## src/torque_cutoff_pkg.sv

```systemverilog
package torque_cutoff_pkg;

   // timing
   localparam int unsigned CLK_PERIOD_NS = 10;
   localparam int unsigned LOW_FILT_NS = 1_000_000;
   localparam int unsigned LOW_FILT_CYCLES = (LOW_FILT_NS + CLK_PERIOD_NS - 1) / CLK_PERIOD_NS;
   localparam int unsigned DISC_NS = 10_000_000;
   localparam int unsigned DISC_CYCLES = DISC_NS / CLK_PERIOD_NS;

   // register port
   localparam int ADDR_W = 8;
   localparam int DATA_W = 32;
   localparam logic [ADDR_W-1:0] OFF_CTRL = 8'h00;
   localparam logic [ADDR_W-1:0] OFF_STATE = 8'h04;
   localparam logic [ADDR_W-1:0] OFF_FAULT = 8'h08;
   localparam logic [ADDR_W-1:0] OFF_MASK = 8'h0C;

   // command register bits
   localparam int CTRL_ENABLE = 0;
   localparam int CTRL_DISABLE = 1;

   // logical_input_state_word bits
   localparam int STW_IN_A = 0;
   localparam int STW_IN_B = 1;
   localparam int STW_ENABLED = 2;
   localparam int STW_TORQUE = 3;
   localparam int STW_CUTOFF = 24;

   // primary_fault_word bits
   localparam int FLT_LOW_EN = 0;
   localparam int FLT_DROP = 1;
   localparam int FLT_DIAG = 2;
   localparam int FLT_SUPPLY = 3;
   localparam int FLT_OUTSTAGE = 4;
   localparam int FLT_DISC = 5;
   localparam int FLT_W = 6;

   typedef logic [FLT_W-1:0] fault_t;
   localparam fault_t FAULT_RST = 6'h00;
   localparam fault_t MASK_RST = 6'h00;

   typedef enum logic [1:0] {
      DRV_SAFE = 2'b01,
      DRV_ENABLED = 2'b10
   } drive_state_e;

endpackage
```

## src/safe_chan_if.sv

```systemverilog
`timescale 1ns/10ps
interface safe_chan_if;
   logic raw;
   logic lvl;
   logic fell;

   modport filt (
      input raw,
      output lvl,
      output fell
   );

   modport core (
      input lvl,
      input fell
   );
endinterface

```

## src/safe_input_filter.sv

```systemverilog
`timescale 1ns/10ps
module safe_input_filter #(
   parameter int unsigned LOW_CYCLES = torque_cutoff_pkg::LOW_FILT_CYCLES
) (
   // clock and reset
   input wire logic clk,
   input wire logic rst,
   // channel
   safe_chan_if.filt ch
);
   import torque_cutoff_pkg::*;

   localparam int CNT_W = $clog2(LOW_CYCLES + 1);
   localparam logic [CNT_W-1:0] CNT_LAST = CNT_W'(LOW_CYCLES - 1);

   typedef struct packed {
      logic sync1;
      logic sync2;
      logic lvl;
      logic fell;
      logic [CNT_W-1:0] cnt;
   } filt_s;

   filt_s s_ff;
   filt_s nxt_s;

   always_comb begin
      nxt_s = s_ff;
      nxt_s.sync1 = ch.raw;
      nxt_s.sync2 = s_ff.sync1;
      nxt_s.fell = 1'b0;
      if (s_ff.sync2) begin
         nxt_s.lvl = 1'b1;
         nxt_s.cnt = '0;
      end else if (s_ff.lvl) begin
         // short self-test pulses die here before they reach the core
         if (s_ff.cnt == CNT_LAST) begin
            nxt_s.lvl = 1'b0;
            nxt_s.fell = 1'b1;
            nxt_s.cnt = '0;
         end else begin
            nxt_s.cnt = s_ff.cnt + CNT_W'(1);
         end
      end
   end

   always_ff @(posedge clk) begin
      if (rst) begin
         s_ff <= '0;
      end else begin
         s_ff <= nxt_s;
      end
   end

   assign ch.lvl = s_ff.lvl;
   assign ch.fell = s_ff.fell;

   AST_LOW_PULSE_FILTERED: assert property (
      @(posedge clk) disable iff (rst)
      $fell(s_ff.lvl) && !$past(rst) |-> $past(s_ff.cnt) == CNT_LAST && !$past(s_ff.sync2))
      else $error("filtered level dropped before the low time elapsed");

   AST_SYNC_RISE: assert property (
      @(posedge clk) disable iff (rst)
      ch.raw ##1 ch.raw |=> ##1 s_ff.lvl)
      else $error("high input not passed after two sync stages");

endmodule

```

## src/safe_torque_off_logic.sv

```systemverilog
`timescale 1ns/10ps
// Behaviour
// - torque only when enabled, faultless, both inputs high
// - any input falling removes torque, enters safe
// - low pulses shorter than 1 ms ignored
// - safe state: driver unpowered, no automatic restart
// - re-enable: inputs high, alarms cleared, enable command
// - cutoff logic state readable as status bit 24
// - lamp lit only with inputs high, no fault
// - diagnostic anomaly forces safe state, warns software, lamp
// - supply or output stage fault removes torque, lamp
// - single channel fault forces torque-removed safe state
// - disable before inputs drop raises no alarm
// - enable with inputs low alarms, torque stays off
// - that alarm latches until software clears it
// - cleared, inputs high, enable restores torque cleanly
// - supervision always runs, cannot be switched off
module safe_torque_off_logic #(
   parameter int unsigned LOW_CYCLES = torque_cutoff_pkg::LOW_FILT_CYCLES,
   parameter int unsigned DISC_CYCLES = torque_cutoff_pkg::DISC_CYCLES
) (
   // clock and reset
   input wire logic clk,
   input wire logic rst,
   // safety inputs, active high
   input wire logic safe_torque_in_a,
   input wire logic safe_torque_in_b,
   // diagnostics
   input wire logic diag_anomaly,
   input wire logic supply_undervolt,
   input wire logic supply_overvolt,
   input wire logic out_stage_fail,
   // register port
   input wire logic [torque_cutoff_pkg::ADDR_W-1:0] reg_addr,
   input wire logic [torque_cutoff_pkg::DATA_W-1:0] reg_wdata,
   input wire logic reg_wr,
   input wire logic reg_rd,
   output logic [torque_cutoff_pkg::DATA_W-1:0] reg_rdata,
   // power stage
   output logic gate_supply_en,
   output logic phase_drive_en,
   // indicators
   output logic status_lamp,
   output logic fault_lamp,
   output logic irq
);
   import torque_cutoff_pkg::*;

   localparam int DISC_W = $clog2(DISC_CYCLES + 1);
   localparam logic [DISC_W-1:0] DISC_LAST = DISC_W'(DISC_CYCLES - 1);

   typedef struct packed {
      drive_state_e st;
      fault_t flt;
      fault_t mask;
      logic [DISC_W-1:0] disc_cnt;
      logic lamp;
      logic flamp;
      logic irq;
      logic [DATA_W-1:0] rdata;
   } core_s;

   localparam core_s CORE_RST = '{
      st: DRV_SAFE,
      flt: FAULT_RST,
      mask: MASK_RST,
      disc_cnt: '0,
      lamp: 1'b0,
      flamp: 1'b0,
      irq: 1'b0,
      rdata: '0
   };

   function automatic logic hit(
      input logic [ADDR_W-1:0] addr,
      input logic [ADDR_W-1:0] off,
      input logic stb
   );
      return stb && (addr == off);
   endfunction

   core_s s_ff;
   core_s nxt_s;

   safe_chan_if ch_a ();
   safe_chan_if ch_b ();

   logic a_lvl;
   logic b_lvl;
   logic both_hi;
   logic fell_any;
   logic enable_cmd;
   logic disable_cmd;
   logic in_safe;
   fault_t flt_set;
   fault_t flt_clr;

   // each channel owns a filter, so a dead stage in one shows as disagreement
   assign ch_a.raw = safe_torque_in_a;
   assign ch_b.raw = safe_torque_in_b;

   safe_input_filter #(
      .LOW_CYCLES(LOW_CYCLES)
   ) u_filt_a (
      .clk(clk),
      .rst(rst),
      .ch(ch_a.filt)
   );

   safe_input_filter #(
      .LOW_CYCLES(LOW_CYCLES)
   ) u_filt_b (
      .clk(clk),
      .rst(rst),
      .ch(ch_b.filt)
   );

   assign a_lvl = ch_a.lvl;
   assign b_lvl = ch_b.lvl;
   assign both_hi = a_lvl && b_lvl;
   assign fell_any = ch_a.fell || ch_b.fell;
   assign in_safe = (s_ff.st != DRV_ENABLED);

   // both command bits in one write: enable acts from safe, disable acts once enabled
   assign enable_cmd = hit(reg_addr, OFF_CTRL, reg_wr) && reg_wdata[CTRL_ENABLE];
   assign disable_cmd = hit(reg_addr, OFF_CTRL, reg_wr) && reg_wdata[CTRL_DISABLE];
   assign flt_clr = hit(reg_addr, OFF_FAULT, reg_wr) ? reg_wdata[FLT_W-1:0] : '0;

   // fault sources run every cycle; no register can mask them out of the state machine
   always_comb begin
      flt_set = '0;
      // a source that stays high sets its bit again, so a clear cannot hide a live fault
      flt_set[FLT_LOW_EN] = in_safe && enable_cmd && !both_hi;
      flt_set[FLT_DROP] = !in_safe && fell_any;
      flt_set[FLT_DIAG] = diag_anomaly;
      flt_set[FLT_SUPPLY] = supply_undervolt || supply_overvolt;
      flt_set[FLT_OUTSTAGE] = out_stage_fail;
      flt_set[FLT_DISC] = (a_lvl != b_lvl) && (s_ff.disc_cnt == DISC_LAST);
   end

   always_comb begin
      nxt_s = s_ff;
      // set wins over a clear in the same cycle
      nxt_s.flt = (s_ff.flt & ~flt_clr) | flt_set;
      if (hit(reg_addr, OFF_MASK, reg_wr)) begin
         nxt_s.mask = reg_wdata[FLT_W-1:0];
      end
      // channels disagreeing after filtering point at a broken channel
      // limitation: a channel stuck high goes unseen while the other stays high
      if (a_lvl != b_lvl) begin
         if (s_ff.disc_cnt != DISC_LAST) begin
            nxt_s.disc_cnt = s_ff.disc_cnt + DISC_W'(1);
         end
      end else begin
         nxt_s.disc_cnt = '0;
      end
      case (s_ff.st)
         DRV_SAFE: begin
            // only an explicit command leaves safe state
            if (enable_cmd && both_hi && s_ff.flt == '0 && flt_set == '0) begin
               nxt_s.st = DRV_ENABLED;
            end
         end
         DRV_ENABLED: begin
            if (disable_cmd || !both_hi || fell_any) begin
               nxt_s.st = DRV_SAFE;
            end else if (s_ff.flt != '0 || flt_set != '0) begin
               nxt_s.st = DRV_SAFE;
            end
         end
         default: begin
            nxt_s.st = DRV_SAFE;
         end
      endcase
      nxt_s.lamp = both_hi && nxt_s.flt == '0;
      nxt_s.flamp = nxt_s.flt != '0;
      nxt_s.irq = (nxt_s.flt & nxt_s.mask) != '0;
      // read data stand only in the cycle after the strobe
      // the state word shows filtered levels, so a short test pulse never appears
      nxt_s.rdata = '0;
      if (reg_rd) begin
         case (reg_addr)
            OFF_STATE: begin
               nxt_s.rdata[STW_IN_A] = a_lvl;
               nxt_s.rdata[STW_IN_B] = b_lvl;
               nxt_s.rdata[STW_ENABLED] = !in_safe;
               nxt_s.rdata[STW_TORQUE] = gate_supply_en;
               nxt_s.rdata[STW_CUTOFF] = both_hi && s_ff.flt == '0;
            end
            OFF_FAULT: begin
               nxt_s.rdata[FLT_W-1:0] = s_ff.flt;
            end
            OFF_MASK: begin
               nxt_s.rdata[FLT_W-1:0] = s_ff.mask;
            end
            default: begin
               nxt_s.rdata = '0;
            end
         endcase
      end
   end

   always_ff @(posedge clk) begin
      if (rst) begin
         s_ff <= CORE_RST;
      end else begin
         s_ff <= nxt_s;
      end
   end

   // gate supply switch and phase drive both follow the state flop
   // the mask only shapes the interrupt; nothing bypasses the state flop
   assign gate_supply_en = (s_ff.st == DRV_ENABLED);
   assign phase_drive_en = (s_ff.st == DRV_ENABLED);
   assign status_lamp = s_ff.lamp;
   assign fault_lamp = s_ff.flamp;
   assign irq = s_ff.irq;
   assign reg_rdata = s_ff.rdata;

   // checks on the pins, the register port and the internal fault word and disagreement counter
   AST_TORQUE_RISE_CAUSE: assert property (
      @(posedge clk) disable iff (rst)
      $rose(gate_supply_en) |-> $past(enable_cmd && both_hi && s_ff.flt == '0))
      else $error("torque granted without enable, inputs high and no fault");

   AST_INPUT_LOW_NO_TORQUE: assert property (
      @(posedge clk) disable iff (rst)
      !both_hi |=> !gate_supply_en && !phase_drive_en)
      else $error("torque present one cycle after an input was low");

   AST_FALL_REMOVES: assert property (
      @(posedge clk) disable iff (rst)
      fell_any |=> !gate_supply_en)
      else $error("input fall did not remove torque");

   AST_NO_AUTO_RESTART: assert property (
      @(posedge clk) disable iff (rst)
      !gate_supply_en && !enable_cmd |=> !gate_supply_en && !phase_drive_en)
      else $error("torque returned without an enable command");

   AST_STATE_WORD_BIT: assert property (
      @(posedge clk) disable iff (rst)
      hit(reg_addr, OFF_STATE, reg_rd) |=>
         reg_rdata[STW_CUTOFF] == $past(both_hi && s_ff.flt == '0))
      else $error("state word bit 24 does not show cutoff logic state");

   AST_LAMP_DARK_INPUT: assert property (
      @(posedge clk) disable iff (rst)
      !both_hi |=> !status_lamp)
      else $error("lamp lit with an input low");

   AST_LAMP_DARK_FAULT: assert property (
      @(posedge clk) disable iff (rst)
      status_lamp |-> s_ff.flt == '0 && !fault_lamp)
      else $error("lamp lit while a fault is latched");

   AST_DIAG_SAFE: assert property (
      @(posedge clk) disable iff (rst)
      diag_anomaly |=> s_ff.flt[FLT_DIAG] && fault_lamp && !gate_supply_en)
      else $error("diagnostic anomaly did not force safe state and warn");

   AST_SUPPLY_SAFE: assert property (
      @(posedge clk) disable iff (rst)
      supply_undervolt || supply_overvolt || out_stage_fail |=>
         !gate_supply_en && fault_lamp)
      else $error("supply or output stage fault left torque on");

   AST_CHANNEL_DISAGREE: assert property (
      @(posedge clk) disable iff (rst)
      (a_lvl != b_lvl) && s_ff.disc_cnt == DISC_LAST |=>
         s_ff.flt[FLT_DISC] && !gate_supply_en)
      else $error("lasting channel disagreement not faulted");

   AST_DISABLED_DROP_QUIET: assert property (
      @(posedge clk) disable iff (rst)
      !gate_supply_en && fell_any && !enable_cmd && s_ff.flt == '0 |=>
         !s_ff.flt[FLT_DROP] && !s_ff.flt[FLT_LOW_EN])
      else $error("alarm raised for input drop while disabled");

   AST_ENABLE_LOW_ALARM: assert property (
      @(posedge clk) disable iff (rst)
      !gate_supply_en && enable_cmd && !both_hi |=>
         s_ff.flt[FLT_LOW_EN] && !gate_supply_en)
      else $error("enable with inputs low not alarmed");

   AST_ALARM_LATCHED: assert property (
      @(posedge clk) disable iff (rst)
      s_ff.flt[FLT_LOW_EN] && !flt_clr[FLT_LOW_EN] |=>
         s_ff.flt[FLT_LOW_EN] && !gate_supply_en)
      else $error("inputs-low alarm lost without software clear");

   AST_CLEAN_ENABLE: assert property (
      @(posedge clk) disable iff (rst)
      !gate_supply_en && enable_cmd && both_hi && s_ff.flt == '0 && flt_set == '0 |=>
         gate_supply_en && s_ff.flt == '0)
      else $error("clean enable did not restore torque");

   AST_STATE_WORD_ENABLED: assert property (
      @(posedge clk) disable iff (rst)
      hit(reg_addr, OFF_STATE, reg_rd) |=>
         reg_rdata[STW_ENABLED] == $past(gate_supply_en))
      else $error("state word enabled bit does not follow the drive state");

   AST_RDATA_ONE_CYCLE: assert property (
      @(posedge clk) disable iff (rst)
      !reg_rd |=> reg_rdata == '0)
      else $error("read data stood longer than one cycle");

   AST_LAMP_LIT_CAUSE: assert property (
      @(posedge clk) disable iff (rst)
      status_lamp |-> $past(both_hi))
      else $error("lamp lit although an input was low the cycle before");

   AST_FAULT_BLOCKS_ENABLE: assert property (
      @(posedge clk) disable iff (rst)
      !gate_supply_en && s_ff.flt != '0 |=> !gate_supply_en)
      else $error("torque granted while an alarm was still latched");

   AST_DISC_RESTART: assert property (
      @(posedge clk) disable iff (rst)
      a_lvl == b_lvl |=> s_ff.disc_cnt == '0)
      else $error("disagreement counter kept running after channels agreed");

   AST_DISABLE_QUIET: assert property (
      @(posedge clk) disable iff (rst)
      gate_supply_en && disable_cmd && s_ff.flt == '0 && flt_set == '0 |=>
         !gate_supply_en && s_ff.flt == '0)
      else $error("software disable raised an alarm or kept torque");

   AST_DROP_WHILE_ENABLED: assert property (
      @(posedge clk) disable iff (rst)
      gate_supply_en && fell_any |=> s_ff.flt[FLT_DROP] && fault_lamp)
      else $error("input fall while enabled not alarmed");

   AST_WARN_IRQ: assert property (
      @(posedge clk) disable iff (rst)
      diag_anomaly && s_ff.mask[FLT_DIAG] && !hit(reg_addr, OFF_MASK, reg_wr) |=> irq)
      else $error("unmasked diagnostic anomaly did not raise the interrupt");

   AST_ENABLE_IGNORED_ALARM: assert property (
      @(posedge clk) disable iff (rst)
      !gate_supply_en && enable_cmd && s_ff.flt[FLT_LOW_EN] |=>
         !gate_supply_en && s_ff.flt[FLT_LOW_EN])
      else $error("enable accepted while the inputs-low alarm was latched");

endmodule

```

## config.mk

```make
export PLATFORM = sky130hd
export DESIGN_NAME = safe_torque_off_logic
export DESIGN_NICKNAME = d
export VERILOG_FILES = /design/src/torque_cutoff_pkg.sv /design/src/safe_chan_if.sv /design/src/safe_input_filter.sv /design/src/safe_torque_off_logic.sv
export SDC_FILE = /design/constraint.sdc
export NUM_CORES = 1
export LEC_CHECK = 0
export BUFFER_PORTS_ARGS = -buffer_cell sky130_fd_sc_hd__clkbuf_2
export CORE_ASPECT_RATIO = 0.6
export CORE_MARGIN = 2
export CORE_UTILIZATION = 34
export DETAILED_ROUTE_END_ITERATION = 16
export PLACE_DENSITY = 0.59
export SLEW_MARGIN = 20
export SYNTH_ARGS = -nofsm -noshare
export SYNTH_HDL_FRONTEND = slang
export SYNTH_SLANG_ARGS = --single-unit
```

## constraint.sdc

```tcl
create_clock -name clk -period 5.8 [get_ports clk]
set_clock_uncertainty 0.15 [all_clocks]
set_input_delay 0.58 -clock clk [delete_from_list [all_inputs] [get_ports clk]]
set_output_delay 0.58 -clock clk [all_outputs]
set_load 0.05 [all_outputs]
```

==> qor.yml, run 1 <==
grt_pass1_vias: 2887
numCtsBuffers: 9
cts_tree: "yes"
slowest_stage: "dfxtp_1"
grt_start_max_net_pins: 28
cts.sink_count: 86
rows: 31
cts_resized: 0
finalPower_mw: 1.34
coreArea_mm2: 0.0120
dp.cells: 653
swShare_pct: 22.1
cp_cell_sequence: "ha_1 -> or4b_2 -> nor4_1 -> and4bb_2"
grt_pass1_wl_mm: 14.5
antenna_found_initial: 0
antennaDiodeCount: 0
die_w_um: 147
routed_wl_mm: 8.88
dpl_worst_slack_ns: 3.02
hold_slack_ns: 0.287
setup_ws_ns: 3.26
drt_iter0_drc: 375
worst_pin_slew_ns: 0.775
relSlewSlack_pct: 48.2
drive_gt1_share_pct: 12.5
utilization_pct: 38.7
ys.warnings.count: 0
gp_congestion: 0.854
crit_path_end_kind: "flip-flop"
cts_max_level: 3
first_pass_iters: 4
setup_viol: 0
setup_tns_ns: 0
cap_violations: 0
synth_edf_count: 0
arrival_ns: 2.66
layout_commonest_cell: "dfxtp_1"
min_period_ns: 2.54
final_net_count: 553
outcome: "finished clean"
power_density_mw_per_mm2: 289
n_fill_cell: 1193
layout_common_cells: "dfxtp_1 (86), nor2_1 (80), clkbuf_2 (35), nand2_1 (27), conb_1 (25)"
clock-root-buffer: "clkbuf_16"
hold_path.class: "flip-flop to flip-flop"
hold_viol_final: 0
gr-usage-all-layers_pct: 13.7
post_cts_buffers: 0
initial_utilization_pct: 34.7
cts_max_path_buffers: 2
synth-seq-cells: 86
avgViaCountPerCell: 4.91
ios: 87
drv_slew: 0
syn_inst: 479
p_int_mw: 1.04
cpPeakStageDelay_ns: 0.66
postCtsHoldBufs: 0
clock_latency_ns: 0.33
fin_cells: 668
rsz0062_at_grt: "no"
synth.distinct_cells: 55
crit_fanout: 15
ir_drop_uv: 146
fmax_ghz: 0.394
ys_seq_area_share_pct: 41.4
p_sw_mw: 0.296
async_reset_ff_share_pct: 0
period_share_pct: 43.7
via_count: 3278
p_clk_share_pct: 48.7
seq_power_share_pct: 45.1
synth-main-ff-cell: "dfxtp_1"
p_comb_share_pct: 6.2
start_kind: "flip-flop"
die_area_mm2: 0.0132
postRouteAntennaNets: 0
required_ns: 5.93
hpwl_mm: 6.61
place_area_mm2: 0.00430
clk_pin_slew_worst_paths_ns: 0.06
grt_overflow: 0
io_buffers: 35
wl_per_cell_um: 13.3
syn_area_mm2: 0.00416
syn_to_final_growth_pct: 11.5
drcViolationCount: 0
path_class: "flip-flop to flip-flop"
die_h_um: 89.7
synth_area_per_cell_um2: 8.68
postLayoutCellArea_mm2: 0.00464
p_leak_nw: 1.66
-- kinds of logic (layout without fill, tap and decap cells) --
logic type                 after synthesis  in the layout  share of synthesized area [%]
and+or+nand+nor                        223            223                           28.7
DFF                                     86             86                           41.4
buffers and inverters                   61             61                           8.94
AOI/OAI and AO/OA                       55             55                           9.03
xor gates and xnor gates                40             40                           8.43
muxes                                    9              9                           2.20
adders and majority gates                4              4                           1.20
other                                    1             25                         0.0902
-- flip-flops by register name (all words and copies together) (netlist names) --
name / cells
status_lamp: 1
u_filt_a.ch.lvl: 1
u_filt_b.ch.lvl: 1
u_filt_b.ch.fell: 1
u_filt_a.nxt_s: 1
u_filt_b.s_ff: 18
fault_lamp: 1
u_filt_a.s_ff: 18
u_filt_a.ch.fell: 1
irq: 1
s_ff: 34
reg_rdata: 7
u_filt_b.nxt_s: 1
-- synthesized netlist by cell type, drive strengths merged, types with 11 or more instances --
| master | number | area (µm²) |
|---|---|---|
| dfxtp | 86 | 1720 |
| nor2 | 81 | 307 |
| buf | 38 | 285 |
| nand2 | 27 | 101 |
| xor2 | 23 | 201 |
| nand4 | 21 | 131 |
| xnor2 | 17 | 149 |
| nand3 | 15 | 75.1 |
| nor3 | 15 | 75.1 |
| o21ai | 15 | 75.1 |
| clkbuf | 12 | 45.0 |
| and3 | 11 | 70.1 |
| inv | 11 | 41.3 |
-- metal layers --
metal,vias up,wire length (µm),GRT usage (%)
met5,-,0,0
met4,0,55,3.62
met3,5,464,3.84
met2,85,3570,19.0
met1,1532,4790,20.6
li1,1656,-,-
-- critical path: cells and delay by family, from the launching register on --
family | cells | cell delay (ns)
flops | 1 | 0.66
simple gates | 3 | 1.34
fa+ha+maj | 1 | 0.33
-- path summary, 6_finish.rpt --
path	startpoint	to	slack (ns)	cells after the start
worst max register to register	u_filt_b.ch.lvl$_SDFF_PP0_	reg_rdata[24]$_SDFF_PP0_	3.26	4
worst max-delay path	u_filt_b.ch.lvl$_SDFF_PP0_	reg_rdata[24]$_SDFF_PP0_	3.26	4
worst min register to register	u_filt_b.nxt_s[19]$_SDFF_PP0_	u_filt_b.s_ff[19]$_SDFF_PP0_	0.29	1
worst min-delay path	u_filt_b.nxt_s[19]$_SDFF_PP0_	u_filt_b.s_ff[19]$_SDFF_PP0_	0.29	1
-- cell type report --
class	instances	area, µm²	share of cell area, %
tap	165	206	4.45
clock inverter	4	95.1	2.05
inverter	11	41.3	0.890
clock buffer	11	243	5.23
timing repair buffer	35	175	3.78
multi-input combinational	356	2150	46.5
sequential	86	1720	37.1
-- power by group through the flow --
stage	Combinational [mW]	Sequential, mW	Clock (mW)
2_1_floorplan	0.0794	0.614	0
3_3_place_gp	0.0821	0.616	0
3_5_place_dp	0.0829	0.616	0
4_1_cts	0.0832	0.603	0.670
5_1_grt	0.0903	0.604	0.692
6_report	0.0833	0.603	0.651
(Power assumes the default switching activity.)
==> run 2: changes to the inputs <==
==> constraint.sdc (replaced) <==
create_clock -name clk -period 2.4 [get_ports clk]
set_clock_uncertainty 0.15 [all_clocks]
set_input_delay 0.24 -clock clk [delete_from_list [all_inputs] [get_ports clk]]
set_output_delay 0.24 -clock clk [all_outputs]
set_load 0.05 [all_outputs]
==> qor.yml, run 2 (synthesized netlist as in run 1, its figures left out) <==
drive_gt1_share_pct: 14.8
avgViaCountPerCell: 4.94
utilization_pct: 39.7
ios: 87
io_buffers: 35
rows: 31
layout_common_cells: "dfxtp_1 (86), nor2_1 (80), clkbuf_2 (35), nand2_1 (27), conb_1 (25)"
ff_latch_area_mm2: 0.00172
top_regs: "s_ff (34), u_filt_a.s_ff (18), u_filt_b.s_ff (18)"
power_density_mw_per_mm2: 673
top_layer: "met4"
period_share_pct: 88.2
regMostFlops: "s_ff"
wl_per_cell_um: 13.6
drt_iter0_drc: 275
cts_tree: "yes"
die_w_um: 147
met2_length_mm: 3.87
min_path_cells: 3
outcome: "finished clean"
r2r_end: "reg_rdata[24]$_SDFF_PP0_"
clock-root-buffer: "clkbuf_16"
hp-start: "out_stage_fail"
initial_utilization_pct: 34.7
min_period_ns: 2.12
clk_pin_slew_worst_paths_ns: 0.06
setup_ws_ns: 0.284
cts_max_path_buffers: 2
die_h_um: 89.7
via_count: 3376
dpl_worst_slack_ns: 0.319
ir_drop_uv: 315
grt_pass1_wl_mm: 15.2
r2r_slack_ns: 0.28
finalPower_mw: 3.20
path_class: "flip-flop to flip-flop"
r2r-start: "u_filt_a.ch.lvl$_SDFF_PP0_"
multi_input_area_mm2: 0.00215
grt_overflow: 0
cap_violations: 0
r2r_cells: 4
fmax_ghz: 0.473
numCtsBuffers: 9
drv_slew: 0
drcViolationCount: 0
layout_commonest_cell: "dfxtp_1"
die_area_mm2: 0.0132
wl_met3_um: 546
grt_start_max_net_pins: 21
arrival_ns: 2.24
gp_congestion: 0.854
grt_pass1_vias: 3091
hold_end: "s_ff[65]$_SDFF_PP0_"
start_kind: "flip-flop"
n_fill_cell: 1222
hold_viol_final: 0
crit_path_end_kind: "flip-flop"
required_ns: 2.53
antenna_found_initial: 0
post_cts_buffers: 0
setup_tns_ns: 0
hpwl_mm: 6.84
gr-usage-all-layers_pct: 14.5
routed_wl_mm: 9.29
cts_resized: 0
postRouteAntennaNets: 0
setup_viol: 0
p_leak_nw: 1.73
hold_path.class: "primary input to flip-flop"
relSlewSlack_pct: 50.7
clock_latency_ns: 0.33
first_pass_iters: 4
syn_to_final_growth_pct: 14.3
drt-met1-wl_mm: 4.82
crit_fanout: 4
antennaDiodeCount: 0
cts.sink_count: 86
worst_pin_slew_ns: 0.740
final_net_count: 568
cts_max_level: 3
largest_reg_flops: 34
rsz0062_at_grt: "no"
coreArea_mm2: 0.0120
run 2: worst max-delay path: stages (launching register included):
cell and delay [ns]:
dfxtp_1 0.34, ha_1 0.24, or4b_2 0.60, nor4_1 0.43
and4bb_2 0.30
run 2: layout make-up:
cell class,count,share of cell area [%]
timing repair buffer,50,6.21
sequential,86,36.2
clock buffer,11,5.32
tap,165,4.34
clock inverter,5,1.71
inverter,11,0.869
multi-input combinational,356,45.3
run 2: power breakdown:
| group | total (mW) | internal [mW] | switching, mW | leakage (nW) |
|---|---|---|---|---|
| clock | 1.53 | 0.968 | 0.559 | 0.162 |
| combinational | 0.222 | 0.0509 | 0.171 | 0.870 |
| sequential | 1.45 | 1.44 | 0.0114 | 0.695 |
run 2: what timing repair did:
action                                 4_1_cts  5_1_grt
setup endpoints to repair                    0        0
endpoints found under the hold margin        3        0
hold buffers                                 3        0
run 2: per-stage QoR:
stage	std cells	instance area (µm²)	hold slack, ns
5_1_grt	684	4750	0.0480
3_5_place_dp	665	4390	0.273
2_1_floorplan	503	4250	0.211
4_1_cts	684	4750	0.0121
3_3_place_gp	665	4390	0.276
6_report	684	4750	0.0310
run 2: metal layers:
| layer | up-vias | track usage, % |
|---|---|---|
| met5 | - | 0 |
| met4 | 0 | 3.80 |
| met3 | 4 | 4.90 |
| met2 | 99 | 20.8 |
| met1 | 1577 | 20.8 |
| li1 | 1696 | - |
run 2: worst max path at each step:
stage | from | to | slack [ns] | cells after the start
after floorplan | s_ff[35]$_SDFFE_PP0P_ | status_lamp$_SDFF_PP0_ | 0.43 | 7
after global placement | reg_addr[1] | irq$_SDFF_PP0_ | 0.32 | 6
after detailed placement | u_filt_a.ch.lvl$_SDFF_PP0_ | reg_rdata[24]$_SDFF_PP0_ | 0.32 | 4
after CTS | u_filt_a.ch.lvl$_SDFF_PP0_ | reg_rdata[24]$_SDFF_PP0_ | 0.30 | 4
after global routing | u_filt_b.s_ff[9]$_SDFFE_PP0P_ | u_filt_b.s_ff[16]$_SDFFE_PP0P_ | 0.13 | 5
final | u_filt_a.ch.lvl$_SDFF_PP0_ | reg_rdata[24]$_SDFF_PP0_ | 0.28 | 4
==> run 3: changes to the inputs <==
--- a/config.mk
+++ b/config.mk
@@ -8,9 +8,9 @@
 export BUFFER_PORTS_ARGS = -buffer_cell sky130_fd_sc_hd__clkbuf_2
 export CORE_ASPECT_RATIO = 0.6
 export CORE_MARGIN = 2
-export CORE_UTILIZATION = 34
+export CORE_UTILIZATION = 33
 export DETAILED_ROUTE_END_ITERATION = 16
-export PLACE_DENSITY = 0.59
+export PLACE_DENSITY = 0.58
 export SLEW_MARGIN = 20
 export SYNTH_ARGS = -nofsm -noshare
 export SYNTH_HDL_FRONTEND = slang
==> qor.yml, run 3 (synthesized netlist as in run 1, its figures left out) <==
initial_utilization_pct: 34.1
wl_per_cell_um: 13.8
utilization_pct: 38.8
drive_gt1_share_pct: 14.3
fmax_ghz: 0.475
r2r-start: "u_filt_a.ch.lvl$_SDFF_PP0_"
via_count: 3385
required_ns: 2.53
layout_commonest_cell: "dfxtp_1"
cts.sink_count: 86
antennaDiodeCount: 0
regMostFlops: "s_ff"
arrival_ns: 2.23
path_class: "flip-flop to flip-flop"
grt_start_max_net_pins: 21
p_int_mw: 2.48
outcome: "finished clean"
n_fill_cell: 1230
setup_tns_ns: 0
post_cts_buffers: 0
crit_fanout: 4
min_period_ns: 2.11
p_comb_share_pct: 6.8
p_sw_mw: 0.731
finalPower_mw: 3.22
r2r_cells: 4
drv_slew: 0
syn_to_final_growth_pct: 13.8
cts_tree: "yes"
swShare_pct: 22.7
grt_pass1_vias: 3179
largest_reg_flops: 34
relSlewSlack_pct: 42.8
startpoint: "u_filt_a.ch.lvl$_SDFF_PP0_"
dpl_worst_slack_ns: 0.280
numCtsBuffers: 9
crit_path_end_kind: "flip-flop"
p_clk_share_pct: 48.0
top_regs: "s_ff (34), u_filt_a.s_ff (18), u_filt_b.s_ff (18)"
first_pass_iters: 5
ff_latch_area_mm2: 0.00172
cts_max_path_buffers: 2
die_h_um: 90.9
p_leak_nw: 1.72
hold_path.class: "primary input to flip-flop"
grt_overflow: 0
hpwl_mm: 6.96
gr-usage-all-layers_pct: 14.3
clk_pin_slew_worst_paths_ns: 0.06
cts_resized: 0
multi_input_area_mm2: 0.00215
worst_pin_slew_ns: 0.850
period_share_pct: 87.7
grt_pass1_wl_mm: 15.7
ios: 87
clock_latency_ns: 0.33
setup.worst_path.end: "reg_rdata[24]$_SDFF_PP0_"
postCtsHoldBufs: 2
setup_viol: 0
rsz0062_at_grt: "no"
coreArea_mm2: 0.0122
hold_viol_final: 0
postRouteAntennaNets: 0
r2r_slack_ns: 0.29
final_net_count: 565
drt_iter0_drc: 316
power_density_mw_per_mm2: 680
setup_ws_ns: 0.295
die_w_um: 149
hold_slack_ns: 0.0146
cts_max_level: 3
cap_violations: 0
antenna_found_initial: 0
gp_congestion: 0.873
start_kind: "flip-flop"
drcViolationCount: 0
clock-root-buffer: "clkbuf_16"
rows: 31
avgViaCountPerCell: 4.97
layout_common_cells: "dfxtp_1 (86), nor2_1 (80), clkbuf_2 (35), nand2_1 (27), conb_1 (25)"
io_buffers: 35
seq_power_share_pct: 45.2
die_area_mm2: 0.0135
r2r_end: "reg_rdata[24]$_SDFF_PP0_"
routed_wl_mm: 9.39
ir_drop_uv: 314
run 3: cell types whose count changed in the layout (fill, tap and decap cells not counted):
| cell | before | now |
|---|---|---|
| buf_4 | 12 | 10 |
| clkinvlp_4 | 1 | 0 |
| clkbuf_1 | 0 | 1 |
| clkbuf_8 | 2 | 3 |
| clkinv_4 | 1 | 0 |
| dlygate4sd3_1 | 3 | 2 |
run 3: through the flow:
| step | instance area, µm² | cells |
|---|---|---|
| floorplan | 4250 | 503 |
| global placement | 4370 | 663 |
| detailed placement | 4370 | 663 |
| CTS | 4730 | 681 |
| global route | 4730 | 681 |
| finish | 4730 | 681 |
run 3: worst min path at each step:
stage | start | end | cells after the start
final | diag_anomaly | s_ff[63]$_SDFF_PP0_ | 3
after global routing | diag_anomaly | s_ff[63]$_SDFF_PP0_ | 3
after CTS | diag_anomaly | s_ff[63]$_SDFF_PP0_ | 3
after detailed placement | u_filt_b.nxt_s[19]$_SDFF_PP0_ | u_filt_b.s_ff[19]$_SDFF_PP0_ | 1
after global placement | u_filt_b.nxt_s[19]$_SDFF_PP0_ | u_filt_b.s_ff[19]$_SDFF_PP0_ | 1
after floorplan | diag_anomaly | s_ff[63]$_SDFF_PP0_ | 2
run 3: layer usage:
layer / global-route usage (%) / share of wire (%) / up-vias
li1: - / - / 1682
met1: 21.1 / 51 / 1584
met2: 20.2 / 41 / 112
met3: 4.42 / 7.4 / 7
met4: 3.17 / 0.76 / 0
met5: 0 / 0 / -
run 3: layout make-up:
| class | count | area share, % |
|---|---|---|
| multi-input combinational | 356 | 45.6 |
| sequential | 86 | 36.4 |
| clock buffer | 13 | 5.71 |
| timing repair buffer | 47 | 5.71 |
| tap | 165 | 4.37 |
| clock inverter | 3 | 1.38 |
| inverter | 11 | 0.873 |
run 3: critical path, cell delays in order (launching register included):
cell	delay (ns)
dfxtp_1	0.36
ha_1	0.23
or4b_2	0.60
nor4_1	0.42
and4bb_2	0.30
run 3: power groups by stage:
stage                     sequential [mW]  clock (mW)  combinational (mW)
final                                1.45        1.54               0.219
after global routing                 1.45        1.64               0.236
after CTS                            1.45        1.57               0.218
after detailed placement             1.48           0               0.215
after global placement               1.48           0               0.212
after floorplan                      1.48           0               0.192
